===== src/rtl/msp_pkg.sv =====
// constants for the message interrupt mask and pending block
package msp_pkg;
  // ==================================================
  // sizes
  localparam int NUM_FUNC = 4;
  localparam int NUM_VEC = 32;
  localparam int NUM_BITS = NUM_FUNC * NUM_VEC;
  localparam int IDX_W = 7;
  // ==================================================
  // configuration offsets (byte addresses)
  localparam logic [11:0] OFF_CMD = 12'h004;
  localparam logic [11:0] OFF_CTRL = 12'h050;
  localparam logic [11:0] OFF_ADDR = 12'h054;
  localparam logic [11:0] OFF_DATA = 12'h058;
  localparam logic [11:0] OFF_MASK = 12'h05C;
  localparam logic [11:0] OFF_PEND = 12'h060;
  localparam logic [11:0] OFF_FSEL = 12'h064;
  // ==================================================
  // field positions
  localparam int CMD_INTDIS_BIT = 10;
  localparam int CTRL_EN_BIT = 16;
  localparam int CTRL_MMC_LSB = 17;
  localparam int CTRL_MME_LSB = 20;
  localparam int CTRL_PVM_BIT = 24;
  localparam logic [7:0] CAP_ID = 8'h05;
  localparam logic [2:0] MMC_VAL = 3'h5;
  localparam logic [2:0] MME_MAX = 3'h5;
  // ==================================================
  // request result codes
  localparam logic [1:0] ST_SENT = 2'h0;
  localparam logic [1:0] ST_HELD = 2'h1;
  localparam logic [1:0] ST_DROP = 2'h2;
endpackage : msp_pkg


===== src/rtl/msp_top.sv =====
// message interrupt mask, pending and send logic
// Operation
// - a request for a masked vector sends no message to the host.
// - a masked request sets that function and vector's pending bit instead.
// - a pending vector is sent once its mask bit is clear.
// - a pending bit delivered on unmasking reads back as zero.
// - a pending bit cleared by the host before unmasking yields no message.
// - a masked request is still acknowledged, with result code 01.
// - each function and vector has its own mask bit, written via a selected function.
// - pending bits of the selected function are readable, set bits read as one.
// - legacy interrupt disable sits at bit 10 of the command register.
// - message enable sits at bit 16 of the dword at 0x050 and gates all messages.
// - programmed address and data form each message.
// - vectors at or above the enabled count are not usable.
// - with messages disabled or the capability absent a request is dropped with code 2.
// - an unmasked enabled request gets code 0 and a memory write with address and data.
`timescale 1ns/1ps
`default_nettype none
module msp_top (
  // clock and reset
  input wire logic ref_clk,
  input wire logic rst,
  // capability strap
  input wire logic msi_cap_present,
  // configuration access
  input wire logic cfg_wr,
  input wire logic cfg_rd,
  input wire logic [11:0] cfg_addr,
  input wire logic [31:0] cfg_wdata,
  output logic [31:0] cfg_rdata,
  output logic cfg_rd_valid,
  // application request
  input wire logic app_msi_req,
  input wire logic [1:0] app_msi_func,
  input wire logic [4:0] app_msi_num,
  output logic app_msi_ack,
  output logic [1:0] app_msi_status,
  // memory write toward host
  input wire logic tlp_ready,
  output logic tlp_valid,
  output logic [31:0] tlp_addr,
  output logic [31:0] tlp_data
);
  // ==================================================
  // state
  typedef struct packed {
    logic int_dis;
    logic msi_en;
    logic [2:0] mme;
    logic [31:0] addr;
    logic [15:0] data;
    logic [1:0] fsel;
    logic [msp_pkg::NUM_BITS-1:0] mask;
    logic [msp_pkg::NUM_BITS-1:0] pend;
    logic ack;
    logic [1:0] status;
    logic tlp_valid;
    logic [31:0] tlp_addr;
    logic [31:0] tlp_data;
    logic [31:0] rdata;
    logic rd_valid;
  } msp_state_s;

  msp_state_s st_ff;
  msp_state_s nxt_st;
  logic pick_found;
  logic [msp_pkg::IDX_W-1:0] pick_idx;
  logic [msp_pkg::IDX_W-1:0] req_idx;
  logic take;
  logic tlp_free;
  logic vec_ok;
  logic [4:0] vmask;
  logic [6:0] fbase;

  assign req_idx = {app_msi_func, app_msi_num};
  assign fbase = {st_ff.fsel, 5'h00};
  assign vmask = 5'((6'h01 << st_ff.mme) - 6'h01);
  assign vec_ok = (app_msi_num & ~vmask) == 5'h00;
  assign tlp_free = !st_ff.tlp_valid || tlp_ready;
  assign take = app_msi_req && !st_ff.ack;

  // ==================================================
  // releasable vectors
  msp_pick u_pick (
    .cand(st_ff.pend & ~st_ff.mask),
    .found(pick_found),
    .idx(pick_idx)
  );

  function automatic logic [31:0] msg_data(input logic [15:0] d, input logic [4:0] v,
                                           input logic [4:0] m);
    msg_data = {16'h0000, d[15:5], (d[4:0] & ~m) | (v & m)};
  endfunction : msg_data

  // ==================================================
  // next state
  always_comb begin
    nxt_st = st_ff;
    nxt_st.ack = 1'b0;
    nxt_st.rd_valid = 1'b0;
    if (st_ff.tlp_valid && tlp_ready) begin
      nxt_st.tlp_valid = 1'b0;
    end
    // configuration writes
    if (cfg_wr) begin
      unique case (cfg_addr)
        msp_pkg::OFF_CMD: nxt_st.int_dis = cfg_wdata[msp_pkg::CMD_INTDIS_BIT];
        msp_pkg::OFF_CTRL: begin
          nxt_st.msi_en = cfg_wdata[msp_pkg::CTRL_EN_BIT];
          nxt_st.mme = (cfg_wdata[msp_pkg::CTRL_MME_LSB +: 3] > msp_pkg::MME_MAX) ?
                       msp_pkg::MME_MAX : cfg_wdata[msp_pkg::CTRL_MME_LSB +: 3];
        end
        msp_pkg::OFF_ADDR: nxt_st.addr = {cfg_wdata[31:2], 2'b00};
        msp_pkg::OFF_DATA: nxt_st.data = cfg_wdata[15:0];
        msp_pkg::OFF_MASK: nxt_st.mask[fbase +: 32] = cfg_wdata;
        msp_pkg::OFF_PEND:
          nxt_st.pend[fbase +: 32] = st_ff.pend[fbase +: 32] & ~cfg_wdata;
        msp_pkg::OFF_FSEL: nxt_st.fsel = cfg_wdata[1:0];
        default: ;
      endcase
    end
    // configuration reads
    if (cfg_rd) begin
      nxt_st.rd_valid = 1'b1;
      unique case (cfg_addr)
        msp_pkg::OFF_CMD: nxt_st.rdata = 32'(st_ff.int_dis) << msp_pkg::CMD_INTDIS_BIT;
        msp_pkg::OFF_CTRL: begin
          nxt_st.rdata = {24'h000000, msp_pkg::CAP_ID};
          nxt_st.rdata[msp_pkg::CTRL_EN_BIT] = st_ff.msi_en;
          nxt_st.rdata[msp_pkg::CTRL_MMC_LSB +: 3] = msp_pkg::MMC_VAL;
          nxt_st.rdata[msp_pkg::CTRL_MME_LSB +: 3] = st_ff.mme;
          nxt_st.rdata[msp_pkg::CTRL_PVM_BIT] = 1'b1;
        end
        msp_pkg::OFF_ADDR: nxt_st.rdata = st_ff.addr;
        msp_pkg::OFF_DATA: nxt_st.rdata = {16'h0000, st_ff.data};
        msp_pkg::OFF_MASK: nxt_st.rdata = st_ff.mask[fbase +: 32];
        msp_pkg::OFF_PEND: nxt_st.rdata = st_ff.pend[fbase +: 32];
        msp_pkg::OFF_FSEL: nxt_st.rdata = {30'h00000000, st_ff.fsel};
        default: nxt_st.rdata = 32'h00000000;
      endcase
    end
    // application requests, then release of pending vectors
    if (take) begin
      if (!msi_cap_present || !st_ff.msi_en || !vec_ok) begin
        nxt_st.ack = 1'b1;
        nxt_st.status = msp_pkg::ST_DROP;
      end else if (st_ff.mask[req_idx]) begin
        nxt_st.ack = 1'b1;
        nxt_st.status = msp_pkg::ST_HELD;
        nxt_st.pend[req_idx] = 1'b1;
      end else if (tlp_free) begin
        nxt_st.ack = 1'b1;
        nxt_st.status = msp_pkg::ST_SENT;
        nxt_st.tlp_valid = 1'b1;
        nxt_st.tlp_addr = st_ff.addr;
        nxt_st.tlp_data = msg_data(st_ff.data, app_msi_num, vmask);
      end
    end else if (msi_cap_present && st_ff.msi_en && pick_found && tlp_free) begin
      nxt_st.tlp_valid = 1'b1;
      nxt_st.tlp_addr = st_ff.addr;
      nxt_st.tlp_data = msg_data(st_ff.data, pick_idx[4:0], vmask);
      nxt_st.pend[pick_idx] = 1'b0;
    end
  end

  // ==================================================
  // registers
  always_ff @(posedge ref_clk) begin
    if (rst) begin
      st_ff <= '0;
    end else begin
      st_ff <= nxt_st;
    end
  end

  assign cfg_rdata = st_ff.rdata;
  assign cfg_rd_valid = st_ff.rd_valid;
  assign app_msi_ack = st_ff.ack;
  assign app_msi_status = st_ff.status;
  assign tlp_valid = st_ff.tlp_valid;
  assign tlp_addr = st_ff.tlp_addr;
  assign tlp_data = st_ff.tlp_data;

  // ==================================================
  // checks
  a_held_pend: assert property (@(posedge ref_clk) disable iff (rst)
    app_msi_ack && app_msi_status == msp_pkg::ST_HELD |->
    st_ff.pend[$past(req_idx)]) else $error("held request left no pending bit");
  a_masked_silent: assert property (@(posedge ref_clk) disable iff (rst)
    app_msi_ack && app_msi_status == msp_pkg::ST_HELD |-> !$rose(tlp_valid))
    else $error("masked request started a message");
  a_sent_msg: assert property (@(posedge ref_clk) disable iff (rst)
    app_msi_ack && app_msi_status == msp_pkg::ST_SENT |->
    tlp_valid && tlp_addr == st_ff.addr) else $error("sent code without message");
  a_drop_off: assert property (@(posedge ref_clk) disable iff (rst)
    app_msi_ack && !$past(st_ff.msi_en) |-> app_msi_status == msp_pkg::ST_DROP)
    else $error("disabled request not dropped");
  a_release_send: assert property (@(posedge ref_clk) disable iff (rst)
    st_ff.msi_en && msi_cap_present && pick_found && !take && tlp_free |=> tlp_valid)
    else $error("pending unmasked vector not sent");
  a_release_clear: assert property (@(posedge ref_clk) disable iff (rst)
    st_ff.msi_en && msi_cap_present && pick_found && !take && tlp_free
    && !(app_msi_req && cfg_wr) |=> !st_ff.pend[$past(pick_idx)])
    else $error("delivered vector still pending");
  a_mask_write: assert property (@(posedge ref_clk) disable iff (rst)
    cfg_wr && cfg_addr == msp_pkg::OFF_MASK |=>
    st_ff.mask[{$past(st_ff.fsel), 5'h00} +: 32] == $past(cfg_wdata))
    else $error("mask write not stored");
  a_intdis_write: assert property (@(posedge ref_clk) disable iff (rst)
    cfg_wr && cfg_addr == msp_pkg::OFF_CMD |=>
    st_ff.int_dis == $past(cfg_wdata[msp_pkg::CMD_INTDIS_BIT]))
    else $error("interrupt disable not stored");
  a_reset_clear: assert property (@(posedge ref_clk)
    $past(rst) && !rst |-> st_ff.pend == '0 && st_ff.mask == '0 && !st_ff.msi_en)
    else $error("reset left state behind");
  a_gate_off: assert property (@(posedge ref_clk) disable iff (rst)
    !st_ff.msi_en |=> !$rose(tlp_valid))
    else $error("message started while disabled");
endmodule : msp_top
`default_nettype wire


===== src/rtl/msp_pick.sv =====
// lowest index finder for releasable pending vectors
`timescale 1ns/1ps
`default_nettype none
module msp_pick (
  // candidates
  input wire logic [msp_pkg::NUM_BITS-1:0] cand,
  // result
  output logic found,
  output logic [msp_pkg::IDX_W-1:0] idx
);
  always_comb begin
    found = 1'b0;
    idx = '0;
    for (int i = msp_pkg::NUM_BITS - 1; i >= 0; i--) begin
      if (cand[i]) begin
        found = 1'b1;
        idx = msp_pkg::IDX_W'(i);
      end
    end
  end
endmodule : msp_pick
`default_nettype wire


===== config.mk =====
export PLATFORM = sky130hd
export DESIGN_NAME = msp_top
export DESIGN_NICKNAME = d
export VERILOG_FILES = /design/src/rtl/msp_pkg.sv /design/src/rtl/msp_top.sv /design/src/rtl/msp_pick.sv
export SDC_FILE = /design/constraint.sdc
export NUM_CORES = 1
export LEC_CHECK = 0
export BUFFER_PORTS_ARGS = -buffer_cell sky130_fd_sc_hd__buf_2
export CORE_MARGIN = 3
export CORE_UTILIZATION = 48
export CTS_BUF_LIST = sky130_fd_sc_hd__clkbuf_8
export CTS_CLUSTER_DIAMETER = 40
export DETAILED_ROUTE_END_ITERATION = 8
export PLACE_DENSITY = 0.68
export RECOVER_POWER = 100
export SLEW_MARGIN = 25
export SYNTH_ARGS = -nofsm -noshare
export SYNTH_HDL_FRONTEND = slang
export SYNTH_SLANG_ARGS = --single-unit

===== constraint.sdc =====
create_clock -name ref_clk -period 3.3 [get_ports ref_clk]
set_input_delay 0.825 -clock ref_clk [delete_from_list [all_inputs] [get_ports ref_clk]]
set_output_delay 0.825 -clock ref_clk [all_outputs]
set_load 0.02 [all_outputs]

After elaboration in Yosys (flattened, before gate mapping)

Index checks and enable logic that the tools add are counted.

Flip-flop bits (word level): 410
Input bits: 58
Word-level logic and storage cells: 361

Add/subtract/negate cells: 2
Order comparisons: 5
Eq/ne operators: 10
Shift operators: 6
Mux-type cells: 281
Bitwise gates (word level): 15
Reductions and logical operators: 27

Operators by type and width:

| kind                                                        | number |
|---|---|
| 2-to-1 mux 7 bit                                            | 128 |
| 2-to-1 mux 128 bit                                          | 6 |
| 2-to-1 mux 65 bit                                           | 4 |
| bitwise AND 128 bit                                         | 2 |
| bitwise mux 128 bit                                         | 2 |
| NOT 128 bit                                                 | 2 |
| indexed part select 128 x 8 -> 32 bit                       | 2 |
| indexed part select 32 x 9 -> 128 bit                       | 2 |
| one-hot mux 32 bit (7 select lines)                         | 1 |
| 2-to-1 mux 1 bit                                            | 133 |
| OR 128 bit                                                  | 1 |
| variable shift 32 x 9 -> 128 bit (first input constant)     | 1 |
| equality test 12 x 7 -> 1 bit (second input constant)       | 6 |
| 2-to-1 mux 68 bit                                           | 1 |
| bitwise AND 32 bit                                          | 1 |
| NOT 32 bit                                                  | 1 |
| bitwise AND 5 bit                                           | 4 |
| less-than comparator 7 x 8 -> 1 bit (second input constant) | 2 |
| demux 1 bit (select 7 bit)                                  | 2 |
| >= comparator 7 x 1 -> 1 bit (second input constant)        | 2 |
| AND reduction 2 bit                                         | 7 |
| equality test 12 x 3 -> 1 bit (second input constant)       | 1 |
| OR 5 bit                                                    | 2 |
| 2-to-1 mux 3 bit                                            | 3 |
| other kinds (17)                                            | 30 |

Longest topological paths before layout

Gate-level depths: netlist (run 1).

Depth in word-level cells: 138
Depth in mapped cells: 16
Gate-level depth less buffers: 9

Cells and area by module

A second synthesis (run 1) with hierarchy kept.

Cell total of the unflattened synthesis: 2914
Area, all modules: 22836.9 um2

Modules (own cells, without submodules):

| module   | times used | cells an instance | area each (um2) |
|---|---|---|---|
| msp_top  | 1          | 2613              | 21215.3 |
| msp_pick | 1          | 301               | 1621.6 |

Least setup slack after synthesis (run 1)

OpenSTA, ideal clock, no wires.

Path kind: in2reg
From: in app_msi_num[2]
To: reg st_ff[160] in the netlist's numbering
Library setup time: 0.148 ns
Data arrival time: 3.288 ns
Data required time: 3.152 ns
Setup slack: -0.136 ns
Cell stages on the path: 13
Path through: buf_2 > buf_2 > buf_6 > mux2_2 > o21ai_0 > a21oi_1 > a22o_1 > a21oi_4 > a2111oi_4 > buf_6 > a221o_1 > nand2_1 > a21oi_1

Longest elaborated chain between the ends: 8
Elaborated cells between the ends (all ways): 15

Ends and longest elaborated chain:

| element                                                                                                          | line           | text |
|---|---|---|
| start, declared                                                                                                  | msp_top.sv:35  | `input wire logic [4:0] app_msi_num,` |
| less-than comparator 7 x 8 -> 1 bit (not written as such) / >= comparator 7 x 1 -> 1 bit (equally long branches) | msp_top.sv:150 | `nxt_st.pend[req_idx] = 1'b1;` |
| logical AND 1 bit (not written as such)                                                                          | msp_top.sv:150 |  |
| 2-to-1 mux 1 bit (not written as such)                                                                           | msp_top.sv:150 |  |
| demux 1 bit (select 7 bit)                                                                                       | msp_top.sv:150 |  |
| OR 128 bit (no line)                                                                                             | n/a            |  |
| 2-to-1 mux 128 bit                                                                                               | msp_top.sv:147 | `end else if (st_ff.mask[req_idx]) begin` |
| 2-to-1 mux 128 bit (*)                                                                                           | msp_top.sv:144 | `if (!msi_cap_present \|\| !st_ff.msi_en \|\| !vec_ok) begin` |
| 2-to-1 mux 128 bit (*)                                                                                           | msp_top.sv:143 | `if (take) begin` |
| end signal, assigned                                                                                             | msp_top.sv:172 | `st_ff <= nxt_st;` |
| end, declared                                                                                                    | msp_top.sv:64  | `msp_state_s st_ff;` |

Mark *: on every way between the ends. The rest lies on a longest branch, timed or not. The select of a mux whose other input is x is not followed.
A chain may end at the register's enable or synchronous reset.

Worst setup path after layout (run 1)

From: reg st_ff[328] in the netlist's numbering
To: reg st_ff[180] in the netlist's numbering

Longest elaborated chain between the ends: 110
Elaborated cells between the ends (all ways): 217

Ends and longest elaborated chain:

| element                                                                                                          | line           | text |
|---|---|---|
| NOT 128 bit                                                                                                      | msp_top.sv:85  | `.cand(st_ff.pend & ~st_ff.mask),` |
| bitwise AND 128 bit                                                                                              | msp_top.sv:85  |  |
| 2-to-1 mux 7 bit (100 in series)                                                                                 | msp_pick.sv:15 | `if (cand[i]) begin` |
| less-than comparator 7 x 8 -> 1 bit (not written as such) / >= comparator 7 x 1 -> 1 bit (equally long branches) | msp_top.sv:162 | `nxt_st.pend[pick_idx] = 1'b0;` |
| logical AND 1 bit (not written as such)                                                                          | msp_top.sv:162 |  |
| 2-to-1 mux 1 bit (not written as such)                                                                           | msp_top.sv:162 |  |
| demux 1 bit (select 7 bit)                                                                                       | msp_top.sv:162 |  |
| NOT 128 bit (no line)                                                                                            | n/a            |  |
| bitwise AND 128 bit (no line)                                                                                    | n/a            |  |
| 2-to-1 mux 128 bit                                                                                               | msp_top.sv:158 | `end else if (msi_cap_present && st_ff.msi_en && pick_found && tlp_free) begin` |
| 2-to-1 mux 128 bit (*)                                                                                           | msp_top.sv:143 |  |

Marks and branches as above.

==> impl_metrics.env, run 1 <==
export IMPL_die_h_um=226.2
export IMPL_synth_edf_count=0
export IMPL_pin_count=159
export IMPL_dpl_hpwl_mm=88.38
export IMPL_slew_headroom_pct=-2.598
export IMPL_critPathSlowestCell="mux4_1"
export IMPL_nNetsFinal=3271
export IMPL_fp_row_count=80
export IMPL_overflow=0
export IMPL_ir_drop_uv=428.9
export IMPL_core_area_sq_um=47850
export IMPL_violations="capacitance limit, slew limit"
export IMPL_cts_max_level=3
export IMPL_grt_setup_unrepaired="true"
export IMPL_startpoint="st_ff[328]$_SDFFE_PP0P_"
export IMPL_grt_usage_pct=44.50
export IMPL_worst_setup_path_type="flip-flop to flip-flop"
export IMPL_grt_pass1_vias=24390
export IMPL_p_per_area_nw_per_um2=388.8
export IMPL_post_route_min_period_ns=3.279
export IMPL_cp_slowest_stage_delay_ns=0.53
export IMPL_die_w_um=226.2
export IMPL_synth_distinct_cells=90
export IMPL_cts_clk_slew_worst_paths_ns=0.06
export IMPL_portBuffers=140
export IMPL_outcome="finished with violations"
export IMPL_setup_tns_ns=0
export IMPL_reg2reg_slack_ns=0.02
export IMPL_synth_commonest_cells="nand2_1 (488), dfxtp_1 (392), a21oi_1 (388)"
export IMPL_p_clk_share_pct=50.0
export IMPL_maxSlewViolCount=31
export IMPL_drt_iter0_markers=4372
export IMPL_area_growth_pct=20.02
export IMPL_place_congestion=1.042
export IMPL_grt_max_degree=125
export IMPL_seq_area_sq_um=7860
export IMPL_yosys_area_top_type_share_pct=33.72
export IMPL_grt_pass1_wl_mm=166.1
export IMPL_intPower_w=0.008008
export IMPL_maxCapViolCount=1
export IMPL_synth_most_common_cell="nand2_1"
export IMPL_syn_area_sq_um=23270
export IMPL_cts_sinks=392
export IMPL_nFillCells=4451
export IMPL_worstPathArrival_ns=3.83
export IMPL_place_ws_ns=-0.7795
export IMPL_vias=26590
export IMPL_cts_buffer_depth=3
export IMPL_startpoint_type="flip-flop"
export IMPL_viasPerCell=6.839
export IMPL_hold_violations=0
export IMPL_timing_rr_end="st_ff[180]$_SDFF_PP0_"
export IMPL_routed_wl_mm=118.7
export IMPL_fin_crit_sh_pct=99.36
export IMPL_ys_warn_count=0
export IMPL_cts_root_buf="clkbuf_8"
export IMPL_drive_above_1_share_pct=21.68
export IMPL_firstDrtPassIters=7
export IMPL_synth_avg_cell_area_sq_um=7.992
export IMPL_wl_per_cell_um=30.54
export IMPL_combPwrFrac_pct=6.1
export IMPL_switching_share_pct=26.27
export IMPL_drc=0
export IMPL_clock_latency_ns=0.71
export IMPL_multi_input_area_sq_um=13810
export IMPL_synth_ff_type="dfxtp_1"
export IMPL_setup_slack_ns=0.02112
export IMPL_holdWs_ns=0.4497
export IMPL_end_kind="flip-flop"
export IMPL_seqPwrFrac_pct=43.9
export IMPL_cts_tree="yes"
export IMPL_worstSetupEndpoint="st_ff[180]$_SDFF_PP0_"
export IMPL_synthCells=2912
export IMPL_path_cells="clkbuf_1, mux4_1, nand2b_1, a32o_1, a31oi_1, o221a_4, a2111oi_2, clkbuf_2, a221o_1, nand2_1, a21oi_1"
export IMPL_fin_skew_ns=0.06113
export IMPL_yosys_register_bits=392
export IMPL_finalSetupViolations=0
export IMPL_min_path_type="flip-flop to flip-flop"
export IMPL_hold_path_depth=2
export IMPL_yosysTopAreaCell="dfxtp_1"
export IMPL_antenna_found_initial=14
export IMPL_tightest_slew_ns=1.539
export IMPL_reg2regPathDepth=11
export IMPL_async_reset_ff_share_pct=0
export IMPL_start_util_pct=48.64
export IMPL_r2r_start="st_ff[328]$_SDFFE_PP0P_"
export IMPL_ant_nets=0
export IMPL_power_switching_w=0.002853
export IMPL_fmax_mhz=305.0
export IMPL_leakage_nw=10.10
export IMPL_cp_max_fo=9
export IMPL_synth_area_leaders="dfxtp_1 (34%), a21oi_1 (8.3%), nand2_1 (7.9%)"
export IMPL_crit_required_ns=3.85
export IMPL_dieArea_sq_um=51160
export IMPL_cts_buffers=80
export IMPL_synth_seq_area_share_pct=33.72
## worst max-delay path: cells and delay by family (launching register included)
| kind | cells | cell delay, ns |
|---|---|---|
| muxes | 1 | 0.53 |
| buffers and inverters | 2 | 0.41 |
| and+or+nand+nor | 2 | 0.25 |
| AOI/OAI and AO/OA | 6 | 1.51 |
| DFF | 1 | 0.40 |
## metrics by stage
| stage | cells | utilization [%] | total power [W] | cell area (sq um) |
|---|---|---|---|---|
| finish | 3888 | 58.38 | 0.01086 | 27930 |
| global route | 3881 | 58.34 | 0.01110 | 27920 |
| CTS | 3878 | 58.47 | 0.01083 | 27980 |
| detailed placement | 3738 | 54.90 | 0.005507 | 26270 |
| global placement | 3738 | 54.90 | 0.005508 | 26270 |
| floorplan | 2929 | - | 0.005243 | 23360 |
## repair_timing
| action | 4_1_cts | 5_1_grt |
|---|---|---|
| pin swaps | 0 | 3 |
| resized for setup | 3 | 37 |
| hold buffers | 0 | 0 |
| setup buffers | 0 | 2 |
| gates cloned | 0 | 1 |
| endpoints found under the setup margin | 87 | 175 |
## cell type report
cell class                 instances  area share, %
clock buffer                      96          4.730
tap                              615          2.755
inverter                          21         0.2822
clock inverter                    44          1.326
antenna                            7        0.06271
sequential                       392          28.14
multi-input combinational       2196          49.44
timing repair buffer             517          13.26
## per-layer routing
layer / vias to the layer above / track usage [%] / share of wire, %
met5: - / 0 / 0.14
met4: 14 / 19.23 / 5.4
met3: 417 / 19.36 / 16
met2: 2266 / 63.00 / 40
met1: 12690 / 58.82 / 38
li1: 11200 / - / -
## logic make-up (layout without fill, tap and decap cells)
group | Yosys count | after routing | share of synthesized area (%)
buf+inv | 341 | 678 | 7.930
simple gates | 1259 | 1259 | 26.06
fa+ha+maj | 5 | 5 | 0.2688
other cells | 1 | 25 | 0.01611
flops | 392 | 392 | 33.72
mux | 106 | 106 | 8.371
compound gates | 808 | 808 | 23.63
## state kept, by name, summed over array words and instances (netlist names)
signal          cells
tlp_addr           30
app_msi_ack         1
app_msi_status      2
tlp_valid           1
cfg_rdata          32
fbase               2
cfg_rd_valid        1
st_ff             307
tlp_data           16
## worst min-delay path by stage
stage / from / endpoint / slack [ns]
after global routing: cfg_wdata[19] / st_ff[280]$_SDFFE_PP0P_ / 0.45
after global placement: tlp_addr[22]$_SDFFE_PP0P_ / tlp_addr[22]$_SDFFE_PP0P_ / 0.44
after detailed placement: tlp_addr[26]$_SDFFE_PP0P_ / tlp_addr[26]$_SDFFE_PP0P_ / 0.44
final: tlp_addr[26]$_SDFFE_PP0P_ / tlp_addr[26]$_SDFFE_PP0P_ / 0.45
after CTS: cfg_wdata[19] / st_ff[280]$_SDFFE_PP0P_ / 0.45
after floorplan: tlp_addr[10]$_SDFFE_PP0P_ / tlp_addr[10]$_SDFFE_PP0P_ / 0.43
## cells in the final DEF, fill, tap and decap left out, drive strengths merged, types with 18 or more instances in the layout
cell / netlist / routed
a21oi: 389 / 389
nor2: 120 / 120
buf: 146 / 407
a211oi: 60 / 60
a221o: 55 / 55
o211ai: 18 / 18
nand2b: 150 / 150
inv: 21 / 48
a221oi: 62 / 62
o221ai: 21 / 21
nor3: 161 / 161
nor2b: 56 / 56
conb: 1 / 18
nand2: 491 / 491
nand3: 165 / 165
clkbuf: 174 / 206
nor4: 20 / 20
o21ai: 43 / 43
nand4: 26 / 26
mux4: 69 / 69
dfxtp: 392 / 392
mux2i: 21 / 21
a21o: 38 / 38
## power groups by stage
| stage | logic [W] | clock network, W | registers, W |
|---|---|---|---|
| 2_1_floorplan | 0.000376 | 0 | 0.00487 |
| 3_3_place_gp | 0.000640 | 0 | 0.00487 |
| 3_5_place_dp | 0.000638 | 0 | 0.00487 |
| 4_1_cts | 0.000642 | 0.00542 | 0.00477 |
| 5_1_grt | 0.000678 | 0.00565 | 0.00477 |
| 6_report | 0.000664 | 0.00543 | 0.00477 |
Note: power is estimated with default switching activity, not from simulation.
==> run 2: changes to the inputs <==
CAP_MARGIN = 25   (was default)
RECOVER_POWER = 50   (was 100)
==> impl_metrics.env, run 2 (synthesis gave the netlist of run 1 again) <==
export IMPL_cpMostUsedCell="nor2_1"
export IMPL_start_util_pct=48.64
export IMPL_dp_cells=3738
export IMPL_portBuffers=140
export IMPL_cts_hold_buf=0
export IMPL_clock_latency_ns=0.71
export IMPL_antenna_found_initial=14
export IMPL_timing_rr_end="st_ff[158]$_SDFF_PP0_"
export IMPL_critPathSlowestCell="or4_4"
export IMPL_grt_pass1_vias=24390
export IMPL_hold_path_depth=2
export IMPL_cts_buffers=80
export IMPL_cts_sinks=392
export IMPL_p_per_area_nw_per_um2=388.2
export IMPL_drt_iter0_markers=4227
export IMPL_cts_buffer_depth=3
export IMPL_cp_slowest_stage_delay_ns=0.54
export IMPL_cp_top_family="simple AND/OR/NAND/NOR gates"
export IMPL_final_common_cell="nand2_1"
export IMPL_min_path_type="flip-flop to flip-flop"
export IMPL_path_cells="nor2b_1, or4_4, or4_1, o311ai_1, a31oi_2, nor2_1, buf_4, nand2_1, nor2_1, buf_12, a21oi_1"
export IMPL_outcome="finished with violations"
export IMPL_overflow=0
export IMPL_wl_per_cell_um=30.54
export IMPL_cts_root_buf="clkbuf_8"
export IMPL_grt_pass1_wl_mm=166.1
export IMPL_reg2reg_slack_ns=0.02
export IMPL_ir_drop_uv=428.8
export IMPL_die_h_um=226.2
export IMPL_worstPathArrival_ns=3.82
export IMPL_startpoint_type="flip-flop"
export IMPL_regMostFlops="st_ff"
export IMPL_vias=26630
export IMPL_fin_crit_sh_pct=99.47
export IMPL_cts_max_level=3
export IMPL_crit_required_ns=3.84
export IMPL_nNetsFinal=3271
export IMPL_dpl_hpwl_mm=88.38
export IMPL_fin_skew_ns=0.05717
export IMPL_path_buf_inv=2
export IMPL_violations="capacitance limit, slew limit"
export IMPL_viasPerCell=6.857
export IMPL_hold_violations=0
export IMPL_grt_setup_unrepaired="true"
export IMPL_reg2regPathDepth=11
export IMPL_area_growth_pct=20.24
export IMPL_dieArea_sq_um=51160
export IMPL_hold_path_end="tlp_addr[26]$_SDFFE_PP0P_"
export IMPL_grt_usage_pct=44.50
export IMPL_worst_setup_path_type="flip-flop to flip-flop"
export IMPL_worstHoldStart="tlp_addr[26]$_SDFFE_PP0P_"
export IMPL_mostFrequentLayoutCells="nand2_1 (488), a21oi_1 (387), dfxtp_1 (384), buf_4 (336), nand3_1 (160)"
export IMPL_die_w_um=226.2
export IMPL_slew_headroom_pct=-2.673
export IMPL_largest_reg_flops=307
export IMPL_core_area_sq_um=47850
export IMPL_cts_clk_slew_worst_paths_ns=0.06
export IMPL_firstDrtPassIters=7
export IMPL_fp_row_count=80
export IMPL_setup_tns_ns=0
export IMPL_routed_wl_mm=118.6
export IMPL_maxSlewViolCount=31
export IMPL_cp_max_fo=7
export IMPL_leakage_nw=10.12
export IMPL_r2r_start="st_ff[337]$_SDFFE_PP0P_"
export IMPL_maxCapViolCount=1
export IMPL_finalSetupViolations=0
export IMPL_holdWs_ns=0.4497
export IMPL_tightest_slew_ns=1.540
export IMPL_grt_max_degree=125
export IMPL_finalNonFillerCells=3883
export IMPL_drc=0
export IMPL_pin_count=159
export IMPL_ant_nets=0
export IMPL_place_congestion=1.042
export IMPL_cts_tree="yes"
export IMPL_drive_above_1_share_pct=21.71
export IMPL_fmax_mhz=304.6
export IMPL_post_route_min_period_ns=3.282
export IMPL_end_kind="flip-flop"
-- run 2: worst register-to-register path: cells and delay by family (launching register included) --
family,cells,cell delay (ns)
simple gates,6,1.70
compound gates,3,0.63
buf+inv,2,0.33
flops,1,0.44
-- run 2: what timing repair did --
| action | 4_1_cts | 5_1_grt |
|---|---|---|
| gates resized for setup | 3 | 37 |
| gates cloned | 0 | 1 |
| setup endpoints to repair | 87 | 175 |
| buffers inserted | 0 | 2 |
| pin swaps | 0 | 3 |
-- run 2: where the power goes --
group	total, W	switching, W	internal, W
clock network	0.00543	0.00237	0.00306
registers	0.00477	0.0000142	0.00476
logic	0.000669	0.000473	0.000196
total	0.0109	0.00286	0.00801
-- run 2: area by class of cell --
type / instances / area [sq um]
antenna: 2 / 5.005
clock buffer: 96 / 1321
clock inverter: 44 / 370.4
fill: 4445 / 19860
inverter: 21 / 78.83
multi-input combinational: 2196 / 13840
sequential: 392 / 7860
tap: 615 / 769.5
timing repair buffer: 517 / 3739
-- run 2: how the worst max path moves through the flow --
stage | from | to | cells after the start
detailed placement | app_msi_num[0] | st_ff[228]$_SDFF_PP0_ | 12
floorplan | app_msi_num[1] | st_ff[160]$_SDFF_PP0_ | 13
CTS | st_ff[337]$_SDFFE_PP0P_ | st_ff[213]$_SDFF_PP0_ | 10
finish | st_ff[337]$_SDFFE_PP0P_ | st_ff[158]$_SDFF_PP0_ | 11
global route | st_ff[337]$_SDFFE_PP0P_ | st_ff[158]$_SDFF_PP0_ | 11
global placement | app_msi_num[0] | st_ff[218]$_SDFF_PP0_ | 12
-- run 2: metrics by stage --
step	util, %	total power [W]	setup WS [ns]	cell area, sq um
floorplan	-	0.005243	-0.02099	23360
global placement	54.90	0.005508	-0.7754	26270
detailed placement	54.90	0.005507	-0.7795	26270
CTS	58.47	0.01083	-0.1094	27980
global route	58.48	0.01110	-0.01609	27980
finish	58.49	0.01086	0.01751	27980
-- run 2: metal layers --
layer | vias up | global-route usage (%) | part of all wire (%)
li1 | 11180 | - | -
met1 | 12790 | 58.82 | 38
met2 | 2214 | 63.00 | 40
met3 | 427 | 19.36 | 16
met4 | 18 | 19.23 | 5.3
met5 | - | 0 | 0.14
